$ cat src/logic/pmt_pkg.sv
// constants and types for the MAC-side test frame and loopback block
// What this block does
// generator gap length in bytes, resets twelve
// upper count register is bits 31:16, reset zero
// lower count register is bits 15:0, reset 256
// enable or restart begins run of programmed count
// finished flag bit 0 set after last frame
// finished flag latches high, cleared by read
// host-side loop returns MAC transmit to MAC receive
// host loop with tx quiet blocks PHY transmit while line loop and generator are off
// line-side loop returns PHY receive to transmitter while generator is off
// line loop with rx quiet blocks MAC receive while host loop is off
// receive start indication only when enabled
// receive start on delimiter or on data valid
// start indication holds until frame ends
// length check asserts after eight bytes without delimiter
// transmit start indication only when enabled
// transmit start on delimiter when mode set
// transmit preamble length check, reset zero
// generator enabled means PHY data from generator
// continuous runs forever, burst stops after count
// interrupt event after count when enabled
// continuous mode never sets finished flag
package pmt_pkg;
   // register indices; byte address is four times the index
   localparam logic [15:0] IDX_GEN_ENABLE   = 16'h8020;
   localparam logic [15:0] IDX_GEN_CONTROL  = 16'h8021;
   localparam logic [15:0] IDX_GEN_CONT     = 16'h8022;
   localparam logic [15:0] IDX_GEN_IRQ_EN   = 16'h8023;
   localparam logic [15:0] IDX_GEN_GAP      = 16'h8026;
   localparam logic [15:0] IDX_GEN_CNT_HI   = 16'h8027;
   localparam logic [15:0] IDX_GEN_CNT_LO   = 16'h8028;
   localparam logic [15:0] IDX_GEN_FINISHED = 16'h8029;
   localparam logic [15:0] IDX_GEN_STATUS   = 16'h802A;
   localparam logic [15:0] IDX_LOOPBACK     = 16'h8055;
   localparam logic [15:0] IDX_SOP_CTRL     = 16'h805A;

   // reset values
   localparam logic [15:0] RST_GAP    = 16'h000C;
   localparam logic [15:0] RST_CNT_HI = 16'h0000;
   localparam logic [15:0] RST_CNT_LO = 16'h0100;
   localparam logic [3:0]  RST_LOOP   = 4'hA;
   localparam logic [5:0]  RST_SOP    = 6'h1B;

   // field positions
   localparam int BIT_RESTART       = 3;
   localparam int BIT_HOST_LOOP     = 0;
   localparam int BIT_HOST_TX_QUIET = 1;
   localparam int BIT_LINE_LOOP     = 2;
   localparam int BIT_LINE_RX_QUIET = 3;
   localparam int BIT_RX_SOP_EN     = 0;
   localparam int BIT_RX_SOP_DELIM  = 1;
   localparam int BIT_RX_SOP_LEN    = 2;
   localparam int BIT_TX_SOP_EN     = 3;
   localparam int BIT_TX_SOP_DELIM  = 4;
   localparam int BIT_TX_SOP_LEN    = 5;

   // frame bytes
   localparam logic [7:0] BYTE_PREAMBLE = 8'h55;
   localparam logic [7:0] BYTE_SFD      = 8'hD5;
   localparam logic [3:0] PREAMBLE_LEN  = 4'h8;
   localparam logic [3:0] SOP_LIMIT     = 4'h8;

   typedef enum logic [1:0] {
      GEN_IDLE,
      GEN_PREAMBLE,
      GEN_BODY,
      GEN_GAP
   } pmt_gen_state_type;
endpackage : pmt_pkg

$ cat src/logic/pmt_test_frames.sv
// test frame generator, MAC-side loopbacks and start-of-packet indication
//
// The Wishbone slave port was left to the implementer.
`timescale 1ns/100ps
module pmt_test_frames #(
   parameter logic [15:0] BODY_BYTES = 16'h0040
) (
   input  wire logic        MCLK,
   input  wire logic        ARST_N,
   input  wire logic        CYC_I,
   input  wire logic        STB_I,
   input  wire logic        WE_I,
   input  wire logic [17:0] ADR_I,
   input  wire logic [3:0]  SEL_I,
   input  wire logic [31:0] DAT_I,
   output logic      [31:0] DAT_O,
   output logic             ACK_O,
   input  wire logic [7:0]  MAC_TXD,
   input  wire logic        MAC_TX_EN,
   output logic      [7:0]  MAC_RXD,
   output logic             MAC_RX_DV,
   output logic             MAC_RX_SOP,
   output logic             MAC_TX_SOP,
   output logic      [7:0]  PHY_TXD,
   output logic             PHY_TX_EN,
   input  wire logic [7:0]  PHY_RXD,
   input  wire logic        PHY_RX_DV,
   output logic             GEN_IRQ_EVENT
);

   // register state
   logic        gen_enable;
   logic        gen_enable_q;
   logic        gen_continuous_mode;
   logic        gen_interrupt_enable;
   logic [15:0] gen_gap_bytes;
   logic [15:0] gen_count_upper;
   logic [15:0] gen_count_lower;
   logic        gen_finished_flag;
   logic [3:0]  loopback_config;
   logic [5:0]  packet_start_indication_ctrl;

   // bus decode
   logic        bus_req;
   logic        wr_stb;
   logic        rd_stb;
   logic [15:0] idx;
   logic [15:0] next_rdata;
   logic        restart_pulse;
   logic        start_run;

   // generator
   pmt_pkg::pmt_gen_state_type gen_state;
   logic [15:0] byte_cnt;
   logic [31:0] frames_left;
   logic [7:0]  gen_data;
   logic        gen_txd_en;
   logic [7:0]  gen_txd;
   logic        gen_last_frame;
   logic        gen_finish;

   // datapath
   logic [7:0]  next_phy_txd;
   logic        next_phy_tx_en;
   logic [7:0]  next_mac_rxd;
   logic        next_mac_rx_dv;

   // write lane merge for 16-bit registers
   function automatic logic [15:0] merge16(input logic [15:0] old_v,
                                           input logic [31:0] wdat,
                                           input logic [3:0]  sel);
      logic [15:0] res;
      res = old_v;
      if (sel[0]) begin
         res[7:0] = wdat[7:0];
      end
      if (sel[1]) begin
         res[15:8] = wdat[15:8];
      end
      return res;
   endfunction : merge16

   assign bus_req = CYC_I & STB_I & ~ACK_O;
   assign wr_stb  = bus_req & WE_I;
   assign rd_stb  = bus_req & ~WE_I;
   assign idx     = ADR_I[17:2];

   // single-cycle acknowledge, dropped the cycle after
   always_ff @(posedge MCLK or negedge ARST_N) begin
      if (!ARST_N) begin
         ACK_O <= 1'b0;
      end else begin
         ACK_O <= bus_req;
      end
   end

   // read mux
   always_comb begin
      next_rdata = 16'h0000;
      if (idx == pmt_pkg::IDX_GEN_ENABLE) begin
         next_rdata[0] = gen_enable;
      end else if (idx == pmt_pkg::IDX_GEN_CONT) begin
         next_rdata[0] = gen_continuous_mode;
      end else if (idx == pmt_pkg::IDX_GEN_IRQ_EN) begin
         next_rdata[0] = gen_interrupt_enable;
      end else if (idx == pmt_pkg::IDX_GEN_GAP) begin
         next_rdata = gen_gap_bytes;
      end else if (idx == pmt_pkg::IDX_GEN_CNT_HI) begin
         next_rdata = gen_count_upper;
      end else if (idx == pmt_pkg::IDX_GEN_CNT_LO) begin
         next_rdata = gen_count_lower;
      end else if (idx == pmt_pkg::IDX_GEN_FINISHED) begin
         next_rdata[0] = gen_finished_flag;
      end else if (idx == pmt_pkg::IDX_GEN_STATUS) begin
         next_rdata[0] = (gen_state != pmt_pkg::GEN_IDLE);
      end else if (idx == pmt_pkg::IDX_LOOPBACK) begin
         next_rdata[3:0] = loopback_config;
      end else if (idx == pmt_pkg::IDX_SOP_CTRL) begin
         next_rdata[5:0] = packet_start_indication_ctrl;
      end
   end

   always_ff @(posedge MCLK or negedge ARST_N) begin
      if (!ARST_N) begin
         DAT_O <= 32'h0000_0000;
      end else if (rd_stb) begin
         DAT_O <= {16'h0000, next_rdata};
      end
   end

   // writable registers
   always_ff @(posedge MCLK or negedge ARST_N) begin
      if (!ARST_N) begin
         gen_enable                   <= 1'b0;
         gen_continuous_mode          <= 1'b0;
         gen_interrupt_enable         <= 1'b0;
         gen_gap_bytes                <= pmt_pkg::RST_GAP;
         gen_count_upper              <= pmt_pkg::RST_CNT_HI;
         gen_count_lower              <= pmt_pkg::RST_CNT_LO;
         loopback_config              <= pmt_pkg::RST_LOOP;
         packet_start_indication_ctrl <= pmt_pkg::RST_SOP;
      end else if (wr_stb && SEL_I[0]) begin
         if (idx == pmt_pkg::IDX_GEN_ENABLE) begin
            gen_enable <= DAT_I[0];
         end else if (idx == pmt_pkg::IDX_GEN_CONT) begin
            gen_continuous_mode <= DAT_I[0];
         end else if (idx == pmt_pkg::IDX_GEN_IRQ_EN) begin
            gen_interrupt_enable <= DAT_I[0];
         end else if (idx == pmt_pkg::IDX_GEN_GAP) begin
            gen_gap_bytes <= merge16(gen_gap_bytes, DAT_I, SEL_I);
         end else if (idx == pmt_pkg::IDX_GEN_CNT_HI) begin
            gen_count_upper <= merge16(gen_count_upper, DAT_I, SEL_I);
         end else if (idx == pmt_pkg::IDX_GEN_CNT_LO) begin
            gen_count_lower <= merge16(gen_count_lower, DAT_I, SEL_I);
         end else if (idx == pmt_pkg::IDX_LOOPBACK) begin
            loopback_config <= DAT_I[3:0];
         end else if (idx == pmt_pkg::IDX_SOP_CTRL) begin
            packet_start_indication_ctrl <= DAT_I[5:0];
         end
      end else if (wr_stb && SEL_I[1]) begin
         if (idx == pmt_pkg::IDX_GEN_GAP) begin
            gen_gap_bytes <= merge16(gen_gap_bytes, DAT_I, SEL_I);
         end else if (idx == pmt_pkg::IDX_GEN_CNT_HI) begin
            gen_count_upper <= merge16(gen_count_upper, DAT_I, SEL_I);
         end else if (idx == pmt_pkg::IDX_GEN_CNT_LO) begin
            gen_count_lower <= merge16(gen_count_lower, DAT_I, SEL_I);
         end
      end
   end

   // self-clearing restart, rising enable also starts a run
   assign restart_pulse = wr_stb & SEL_I[0] & (idx == pmt_pkg::IDX_GEN_CONTROL)
                          & DAT_I[pmt_pkg::BIT_RESTART];
   assign start_run = gen_enable & (~gen_enable_q | restart_pulse);

   always_ff @(posedge MCLK or negedge ARST_N) begin
      if (!ARST_N) begin
         gen_enable_q <= 1'b0;
      end else begin
         gen_enable_q <= gen_enable;
      end
   end

   // generator sequencing
   assign gen_last_frame = ~gen_continuous_mode & (frames_left == 32'h0000_0001);
   assign gen_finish = (gen_state == pmt_pkg::GEN_BODY) & (byte_cnt == BODY_BYTES - 16'h0001)
                       & gen_last_frame & ~start_run & gen_enable;

   always_ff @(posedge MCLK or negedge ARST_N) begin
      if (!ARST_N) begin
         gen_state   <= pmt_pkg::GEN_IDLE;
         byte_cnt    <= 16'h0000;
         frames_left <= 32'h0000_0000;
         gen_data    <= 8'h00;
      end else if (!gen_enable) begin
         gen_state <= pmt_pkg::GEN_IDLE;
         byte_cnt  <= 16'h0000;
      end else if (start_run) begin
         frames_left <= {gen_count_upper, gen_count_lower};
         byte_cnt    <= 16'h0000;
         gen_data    <= 8'h00;
         if ({gen_count_upper, gen_count_lower} == 32'h0000_0000 && !gen_continuous_mode) begin
            gen_state <= pmt_pkg::GEN_IDLE;
         end else begin
            gen_state <= pmt_pkg::GEN_PREAMBLE;
         end
      end else begin
         case (gen_state)
            pmt_pkg::GEN_PREAMBLE: begin
               if (byte_cnt == {12'h000, pmt_pkg::PREAMBLE_LEN} - 16'h0001) begin
                  byte_cnt  <= 16'h0000;
                  gen_state <= pmt_pkg::GEN_BODY;
               end else begin
                  byte_cnt <= byte_cnt + 16'h0001;
               end
            end
            pmt_pkg::GEN_BODY: begin
               gen_data <= gen_data + 8'h01;
               if (byte_cnt == BODY_BYTES - 16'h0001) begin
                  byte_cnt <= 16'h0000;
                  if (gen_last_frame) begin
                     gen_state <= pmt_pkg::GEN_IDLE;
                  end else begin
                     if (!gen_continuous_mode) begin
                        frames_left <= frames_left - 32'h0000_0001;
                     end
                     if (gen_gap_bytes == 16'h0000) begin
                        gen_state <= pmt_pkg::GEN_PREAMBLE;
                     end else begin
                        gen_state <= pmt_pkg::GEN_GAP;
                     end
                  end
               end else begin
                  byte_cnt <= byte_cnt + 16'h0001;
               end
            end
            pmt_pkg::GEN_GAP: begin
               if (byte_cnt == gen_gap_bytes - 16'h0001) begin
                  byte_cnt  <= 16'h0000;
                  gen_state <= pmt_pkg::GEN_PREAMBLE;
               end else begin
                  byte_cnt <= byte_cnt + 16'h0001;
               end
            end
            default: begin
               gen_state <= pmt_pkg::GEN_IDLE;
            end
         endcase
      end
   end

   // generator byte stream
   always_comb begin
      gen_txd_en = 1'b0;
      gen_txd    = 8'h00;
      if (gen_state == pmt_pkg::GEN_PREAMBLE) begin
         gen_txd_en = 1'b1;
         if (byte_cnt == {12'h000, pmt_pkg::PREAMBLE_LEN} - 16'h0001) begin
            gen_txd = pmt_pkg::BYTE_SFD;
         end else begin
            gen_txd = pmt_pkg::BYTE_PREAMBLE;
         end
      end else if (gen_state == pmt_pkg::GEN_BODY) begin
         gen_txd_en = 1'b1;
         gen_txd    = gen_data;
      end
   end

   // finished flag: set wins over clear-on-read
   always_ff @(posedge MCLK or negedge ARST_N) begin
      if (!ARST_N) begin
         gen_finished_flag <= 1'b0;
      end else if (gen_finish) begin
         gen_finished_flag <= 1'b1;
      end else if (rd_stb && idx == pmt_pkg::IDX_GEN_FINISHED) begin
         gen_finished_flag <= 1'b0;
      end
   end

   always_ff @(posedge MCLK or negedge ARST_N) begin
      if (!ARST_N) begin
         GEN_IRQ_EVENT <= 1'b0;
      end else begin
         GEN_IRQ_EVENT <= gen_finish & gen_interrupt_enable;
      end
   end

   // transmit and receive steering
   always_comb begin
      next_phy_txd   = MAC_TXD;
      next_phy_tx_en = MAC_TX_EN;
      if (gen_enable) begin
         next_phy_txd   = gen_txd;
         next_phy_tx_en = gen_txd_en;
      end else if (loopback_config[pmt_pkg::BIT_LINE_LOOP]) begin
         next_phy_txd   = PHY_RXD;
         next_phy_tx_en = PHY_RX_DV;
      end else if (loopback_config[pmt_pkg::BIT_HOST_LOOP] &&
                   loopback_config[pmt_pkg::BIT_HOST_TX_QUIET]) begin
         next_phy_txd   = 8'h00;
         next_phy_tx_en = 1'b0;
      end
   end

   always_comb begin
      next_mac_rxd   = PHY_RXD;
      next_mac_rx_dv = PHY_RX_DV;
      if (loopback_config[pmt_pkg::BIT_HOST_LOOP]) begin
         next_mac_rxd   = MAC_TXD;
         next_mac_rx_dv = MAC_TX_EN;
      end else if (loopback_config[pmt_pkg::BIT_LINE_LOOP] &&
                   loopback_config[pmt_pkg::BIT_LINE_RX_QUIET]) begin
         next_mac_rxd   = 8'h00;
         next_mac_rx_dv = 1'b0;
      end
   end

   always_ff @(posedge MCLK or negedge ARST_N) begin
      if (!ARST_N) begin
         PHY_TXD   <= 8'h00;
         PHY_TX_EN <= 1'b0;
         MAC_RXD   <= 8'h00;
         MAC_RX_DV <= 1'b0;
      end else begin
         PHY_TXD   <= next_phy_txd;
         PHY_TX_EN <= next_phy_tx_en;
         MAC_RXD   <= next_mac_rxd;
         MAC_RX_DV <= next_mac_rx_dv;
      end
   end

   // start-of-packet detectors, lane 0 receive, lane 1 transmit
   logic [1:0]       sop_dv;
   logic [7:0]       sop_d   [2];
   logic [1:0]       sop_en;
   logic [1:0]       sop_delim;
   logic [1:0]       sop_len;
   logic [1:0]       sop_out;

   assign sop_dv[0]    = next_mac_rx_dv;
   assign sop_d[0]     = next_mac_rxd;
   assign sop_dv[1]    = next_phy_tx_en;
   assign sop_d[1]     = next_phy_txd;
   assign sop_en[0]    = packet_start_indication_ctrl[pmt_pkg::BIT_RX_SOP_EN];
   assign sop_delim[0] = packet_start_indication_ctrl[pmt_pkg::BIT_RX_SOP_DELIM];
   assign sop_len[0]   = packet_start_indication_ctrl[pmt_pkg::BIT_RX_SOP_LEN];
   assign sop_en[1]    = packet_start_indication_ctrl[pmt_pkg::BIT_TX_SOP_EN];
   assign sop_delim[1] = packet_start_indication_ctrl[pmt_pkg::BIT_TX_SOP_DELIM];
   assign sop_len[1]   = packet_start_indication_ctrl[pmt_pkg::BIT_TX_SOP_LEN];

   genvar g;
   generate
      for (g = 0; g < 2; g++) begin : g_sop
         logic [3:0] cnt;
         logic       armed;
         logic       flag;
         always_ff @(posedge MCLK or negedge ARST_N) begin
            if (!ARST_N) begin
               cnt   <= 4'h0;
               armed <= 1'b1;
               flag  <= 1'b0;
            end else if (!sop_dv[g]) begin
               cnt   <= 4'h0;
               armed <= 1'b1;
               flag  <= 1'b0;
            end else begin
               if (cnt != pmt_pkg::SOP_LIMIT) begin
                  cnt <= cnt + 4'h1;
               end
               if (!sop_en[g]) begin
                  flag <= 1'b0;
               end else if (flag) begin
                  flag <= 1'b1;
               end else if (!sop_delim[g]) begin
                  flag <= 1'b1;
               end else if (armed && sop_d[g] == pmt_pkg::BYTE_SFD) begin
                  flag <= 1'b1;
               end else if (armed && cnt == pmt_pkg::SOP_LIMIT - 4'h1) begin
                  flag  <= sop_len[g];
                  armed <= 1'b0;
               end
            end
         end
         assign sop_out[g] = flag;
      end
   endgenerate

   assign MAC_RX_SOP = sop_out[0];
   assign MAC_TX_SOP = sop_out[1];

endmodule : pmt_test_frames

$ cat config.mk
export PLATFORM = sky130hd
export DESIGN_NAME = pmt_test_frames
export DESIGN_NICKNAME = d
export VERILOG_FILES = /design/src/logic/pmt_pkg.sv /design/src/logic/pmt_test_frames.sv
export SDC_FILE = /design/constraint.sdc
export NUM_CORES = 1
export LEC_CHECK = 0
export BUFFER_PORTS_ARGS = -buffer_cell sky130_fd_sc_hd__buf_4
export CORE_MARGIN = 10
export CORE_UTILIZATION = 40
export CTS_CLUSTER_SIZE = 16
export DETAILED_ROUTE_END_ITERATION = 10
export PLACE_DENSITY = 0.64
export SYNTH_ARGS = -nofsm -noshare
export SYNTH_HDL_FRONTEND = slang
export SYNTH_SLANG_ARGS = --single-unit
$ cat constraint.sdc
create_clock -name MCLK -period 3.25 [get_ports MCLK]
set_clock_uncertainty 0.05 [all_clocks]
set_input_delay 0.65 -clock MCLK [delete_from_list [all_inputs] [get_ports MCLK]]
set_output_delay 0.65 -clock MCLK [all_outputs]
set_load 0.005 [all_outputs]
==> impl_metrics.ini, run 1 <==
[run_status]
status = completed

[timing]
layout_min_cycle_time_ns = 3.003
slew_violations = 0
fin_hold_ws_ns = 0.1592
fin_setup_tns_ns = 0
grt_setup_unrepaired = no
fin_crit_sh_pct = 92.39
finalWorstSetupSlack_ns = 0.2473
hold_viol = 0
worst_slew_pin_slew_ns = 0.6786
max_clock_freq_ghz = 0.3330
setup_viol = 0
slew_headroom_pct = 54.76

[pwr]
p_int_uw = 3248
p_leak_uw = 0.004754
pwr_density_cell_mw_per_mm2 = 393.5
pwr-share-clk_pct = 45.9
switching_power_uw = 1121
ir_drop_v = 0.0002788
pwr-share-seq_pct = 48.9
switching_share_pct = 25.65
power_frac_comb_pct = 5.3

[clocking]
worstSkewPairLatency_ns = 0.44
path_clk_slew_ns = 0.07
cts.sinks = 169
cts_buffers = 17
clk_path_buf_depth = 2
holdBufCountCts = 0
cts_tree = built
h-tree-depth = 4
cts_root_buffer = clkbuf_16

[yosys]
ys_seq_elements = 169
yosysSeqAreaShare_pct = 46.59
synth_cells = 918
avgSynthCellArea_um2 = 9.921
yosysUniqueCellTypes = 77
async_flop_share_pct = 100.0
synthFlopType = dfrtp_1
syn_area_mm2 = 0.009107
yosys_warnings = 0
synth_edf_count = 0

[critical_path]
cp_slowest_cell = or4b_1
worstPathArrival_ns = 3.27
worst_setup_path_end_kind = flip-flop
crit_path_cell_trace = buf_4 > or4b_1 > or4b_1 > or3_1 > nor3_4 > nand4_2 > mux2_2
cp.required_ns = 3.52
slowest_delay_ns = 0.60
path_max_fanout = 8
critical_path_class = in -> reg
cp-start-kind = primary input
crit_top_cell = or4b_1

[placement]
gp_congestion = 0.8816
dpl.hpwl_um = 19390
place_ws_ns = -0.1870
placed_cell_area_mm2 = 0.01051
portBuffers = 94

[grt]
grt_use_total_pct = 17.56
grt_remaining_overflow = 0
grt_antenna_before_repair = 0
grt_max_degree = 73
grt_first_pass_wirelength_um = 40560
grt_pass1_vias = 7431

[layout]
fin_util_pct = 49.34
final_cell_mix = dfrtp_1, buf_4, nand2_1
drive_above_1_share_pct = 26.15
diodes = 0
fillCellCount = 2053
layout_commonest_cell = dfrtp_1
area_growth_pct = 21.90
final_nets = 1141
stdcell_area_mm2 = 0.01110

[job]
drv_cap = 0

[route]
remaining_drc_errors = 0
dr.pass1.iters = 5
via_per_inst = 5.525
wl_per_cell_um = 18.87
drtIter0Drc = 676
wl_um = 25440
ant_nets = 0
vias = 7448

[floorplanning]
io_pins = 131
die_h_um = 170.9
fp.dieArea_mm2 = 0.02921
fp-row-count = 55
initial_core_util_pct = 40.47
die_x_um = 170.9
core_area_mm2 = 0.02250

[hold_path]
min_path_type = in -> async
==> cell type report <==
cell class                      count  area, µm²  share of cell area [%]
Multi-Input combinational cell    681       4546                   40.94
Sequential cell                   169       4243                   38.22
Timing Repair Buffer              161       1300                   11.71
Clock buffer                       17      425.4                   3.832
Tap cell                          285      356.6                   3.212
Clock inverter                     15      156.4                   1.409
Inverter                           20      75.07                  0.6762
==> cells by family after synthesis <==
family | share of synthesized area (%)
and+or+nand+nor | 20.42
DFF | 46.59
AOI/OAI and AO/OA | 12.27
buffers and inverters | 4.369
xor gates and xnor gates | 6.539
muxes | 7.858
adders and majority gates | 1.923
other | 0.04117
==> per-layer routing <==
layer	routed length [µm]	track usage [%]	vias up
li1	-	-	3564
met1	11300	22.99	3644
met2	12120	28.29	201
met3	1446	3.548	39
met4	573	6.125	0
met5	0	0	-
==> worst max-delay path: cells and delay by family <==
| family | cells | cell delay [ns] |
|---|---|---|
| buffers and inverters | 1 | 0.10 |
| muxes | 1 | 0.40 |
| and+or+nand+nor | 5 | 2.12 |
==> worst paths after layout <==
path / from / slack (ns) / cells after the start / to
setup / recovery: ADR_I[15] / 0.25 / 7 / gen_count_lower[6]
hold / removal: ARST_N / 0.16 / 1 / byte_cnt[7]
setup reg to reg: gen_gap_bytes[1] / 0.26 / 10 / gen_state[1]
hold reg to reg: DAT_O[4] / 0.43 / 1 / DAT_O[4]
max in group asynchronous: ARST_N / 2.25 / 2 / DAT_O[5]
min in group MCLK: DAT_I[9] / 0.41 / 2 / gen_count_lower[9]
==> synthesized netlist by cell type (3+ instances only) <==
cell type / number / area (µm²)
a211oi_1: 3 / 22.52
a21o_1: 7 / 52.55
a21oi_1: 26 / 130.1
a221oi_1: 7 / 61.31
a222oi_1: 14 / 140.1
a22o_1: 11 / 96.34
a22oi_1: 8 / 60.06
a31oi_1: 3 / 18.77
and3_1: 11 / 68.82
and4_1: 4 / 35.03
buf_1: 3 / 11.26
buf_2: 6 / 30.03
buf_4: 17 / 127.6
clkbuf_1: 35 / 131.4
dfrtp_1: 158 / 3954
dfstp_2: 11 / 289.0
ha_1: 14 / 175.2
inv_1: 20 / 75.07
mux2_2: 60 / 675.7
mux2i_1: 4 / 40.04
nand2_1: 100 / 375.4
nand2b_1: 9 / 56.30
nand3_1: 26 / 130.1
nand3b_1: 7 / 52.55
nand4_1: 18 / 112.6
nand4b_1: 3 / 26.28
nor2_1: 64 / 240.2
nor2b_1: 12 / 75.07
nor3_1: 22 / 110.1
nor3b_1: 5 / 37.54
nor4_1: 29 / 181.4
nor4b_1: 5 / 43.79
o21ai_0: 55 / 275.3
o22ai_1: 4 / 25.02
o31ai_1: 6 / 45.04
or3_1: 15 / 93.84
or4_1: 5 / 37.54
xnor2_1: 37 / 324.1
xor2_1: 31 / 271.5
==> power by group through the flow <==
stage	Combinational, µW	Sequential, µW	Clock [µW]
2_1_floorplan	76.2	2180	0
3_3_place_gp	231	2180	0
3_5_place_dp	234	2180	0
4_1_cts	234	2140	2030
5_1_grt	257	2140	2130
6_report	230	2140	2000
==> metrics by stage <==
| step | total power (µW) | std cells |
|---|---|---|
| final | 4369 | 1348 |
| after detailed placement | 2410 | 1316 |
| after floorplan | 2253 | 933 |
| after global routing | 4521 | 1348 |
| after global placement | 2406 | 1316 |
| after CTS | 4399 | 1348 |
==> sequential cells by signal (all words and copies together), names as in the netlist, 2 cells and up <==
| name | cells |
|---|---|
| DAT_O | 16 |
| MAC_RXD | 8 |
| PHY_TXD | 8 |
| byte_cnt | 16 |
| frames_left | 32 |
| g_sop.armed | 2 |
| g_sop.cnt | 8 |
| gen_count_lower | 16 |
| gen_count_upper | 16 |
| gen_data | 8 |
| gen_gap_bytes | 16 |
| gen_state | 2 |
| loopback_config | 4 |
| packet_start_indication_ctrl | 6 |
==> repair_timing <==
item	4_1_cts	5_1_grt
resized for setup	0	2
setup buffers	0	0
setup endpoints to repair	0	5
(Power assumes the default switching activity.)
==> inputs of run 2 (changes only) <==
Settings changed: CTS_BUF_LIST from default to sky130_fd_sc_hd__clkbuf_4 sky130_fd_sc_hd__clkbuf_8.
==> run 2 against run 1 <==
Effect of this change:
- cell area decreased by 1.7%
- clock power shrank 26%
- global-route usage about the same
- count of clock-buffer cells in the layout did not move
- flip-flop and latch count stayed put
- worst setup slack improved by 0.0029 ns
- critical path depth up 3
- power decreased by 12%
- worst hold slack worse by 0.036 ns
- sequential power hardly changed
- critical path type is now reg -> reg
- critical endpoint is now frames_left[7]
- largest cell class unchanged
==> impl_metrics.ini, run 2 (synthesized netlist as in run 1, its figures left out) <==
[critical_path]
r2r_slack_ns = 0.25
worstPathArrival_ns = 3.34
reg2reg_from = byte_cnt[0]
cp.required_ns = 3.59
r2r-end = frames_left[7]
worst_setup_path_end_kind = flip-flop
critical_path_class = reg -> reg
cp-start-kind = flip-flop
path_max_fanout = 5
ff2ff_path_depth = 10

[pwr]
pwr-share-seq_pct = 55.4
switching_power_uw = 1057
ir_drop_v = 0.0002020
pwr_density_cell_mw_per_mm2 = 353.2
p_int_uw = 2797
power_frac_comb_pct = 6.0
switching_share_pct = 27.42
pwr-share-clk_pct = 38.6
p_leak_uw = 0.004667

[timing]
finalWorstSetupSlack_ns = 0.2502
fin_setup_tns_ns = 0
worst_slew_pin_slew_ns = 0.6841
fin_crit_sh_pct = 92.30
slew_violations = 0
grt_setup_unrepaired = no
fin_hold_ws_ns = 0.1234
layout_min_cycle_time_ns = 3.000
slew_headroom_pct = 54.39
max_clock_freq_ghz = 0.3334
hold_viol = 0
setup_viol = 0

[clocking]
clk_path_buf_depth = 2
cts.sinks = 169
cts_root_buffer = clkbuf_8
cts_tree = built
cts_buffers = 17
worstSkewPairLatency_ns = 0.47
path_clk_slew_ns = 0.10
h-tree-depth = 4

[route]
remaining_drc_errors = 0
dr.pass1.iters = 5
ant_nets = 0
vias = 7490
via_per_inst = 5.556
drtIter0Drc = 623
wl_um = 25460
wl_per_cell_um = 18.89

[run_status]
status = completed

[placement]
dp_cells = 1316
dpl.hpwl_um = 19390
gp_congestion = 0.8816
placed_cell_area_mm2 = 0.01051
portBuffers = 94
place_ws_ns = -0.1870

[floorplanning]
io_pins = 131
fp-row-count = 55
initial_core_util_pct = 40.47
die_h_um = 170.9
core_area_mm2 = 0.02250
fp.dieArea_mm2 = 0.02921
die_x_um = 170.9

[layout]
regMostFlops = frames_left
final_nets = 1141
stdcell_area_mm2 = 0.01091
drive_above_1_share_pct = 26.15
diodes = 0
area_growth_pct = 19.80
layout.cells.non_filler = 1348
largest_reg_flops = 32
layout_commonest_cell = dfrtp_1
final_cell_mix = dfrtp_1, buf_4, nand2_1

[hold_path]
min_path_type = in -> async

[grt]
grt_pass1_vias = 7399
grt_use_total_pct = 17.54
grt_first_pass_wirelength_um = 40450
grt_max_degree = 73
grt_remaining_overflow = 0
grt_antenna_before_repair = 0

[job]
drv_cap = 0
run 2: cell types whose count changed in the layout (fill, tap and decap cells not counted):
cell | before | now
clkbuf_16 | 17 | 0
clkbuf_8 | 0 | 17
run 2: how the worst max path moves through the flow:
stage | start | endpoint | slack (ns) | cells after the start
5_1_grt | byte_cnt[8] | frames_left[7] | 0.004 | 9
3_5_place_dp | ADR_I[15] | gen_state[0] | -0.19 | 10
3_3_place_gp | ADR_I[15] | DAT_O[0] | -0.17 | 10
4_1_cts | byte_cnt[0] | frames_left[7] | 0.21 | 10
6_report | byte_cnt[0] | frames_left[7] | 0.25 | 10
2_1_floorplan | ADR_I[15] | gen_state[0] | 0.01 | 9
run 2: per-layer routing:
layer | share of wire (%) | up-vias | global-route usage (%) | wire length (µm)
li1 | - | 3563 | - | -
met1 | 43 | 3653 | 23.00 | 11070
met2 | 48 | 236 | 28.12 | 12140
met3 | 6.5 | 38 | 3.687 | 1645
met4 | 2.4 | 0 | 6.125 | 609
met5 | 0 | - | 0 | 0
run 2: stage by stage:
stage          util (%)  total power, µW
2_1_floorplan         -             2253
3_3_place_gp      46.68             2406
3_5_place_dp      46.68             2410
4_1_cts           48.42             3885
5_1_grt           48.48             4000
6_report          48.48             3854
run 2: layout make-up:
class,instances,area (µm²)
Tap cell,285,356.6
Multi-Input combinational cell,681,4546
Clock buffer,17,234.0
Timing Repair Buffer,161,1300
Inverter,20,75.07
Clock inverter,15,156.4
Sequential cell,169,4243
Fill cell,2086,11590
run 2: power by group through the flow:
stage | logic (µW) | clock network, µW | registers [µW]
floorplan | 76.2 | 0 | 2180
global placement | 231 | 0 | 2180
detailed placement | 234 | 0 | 2180
CTS | 234 | 1520 | 2140
global route | 257 | 1600 | 2140
finish | 231 | 1490 | 2130
run 2: critical path, stage by stage, from the launching register on:
cell and delay [ns]:
dfrtp_1 0.44, ha_1 0.25, nor4bb_4 0.33, nand4_1 0.29, nor3_1 0.26, buf_4 0.17, and4_1 0.30, nand2_1 0.10
or4_1 0.42, xor2_1 0.16, o21ai_0 0.17
run 2: repair_timing:
action / CTS / global route
buffers inserted: 0 / 0
hold buffers: 0 / 0
setup endpoints to repair: 0 / 5
gates resized for setup: 0 / 2
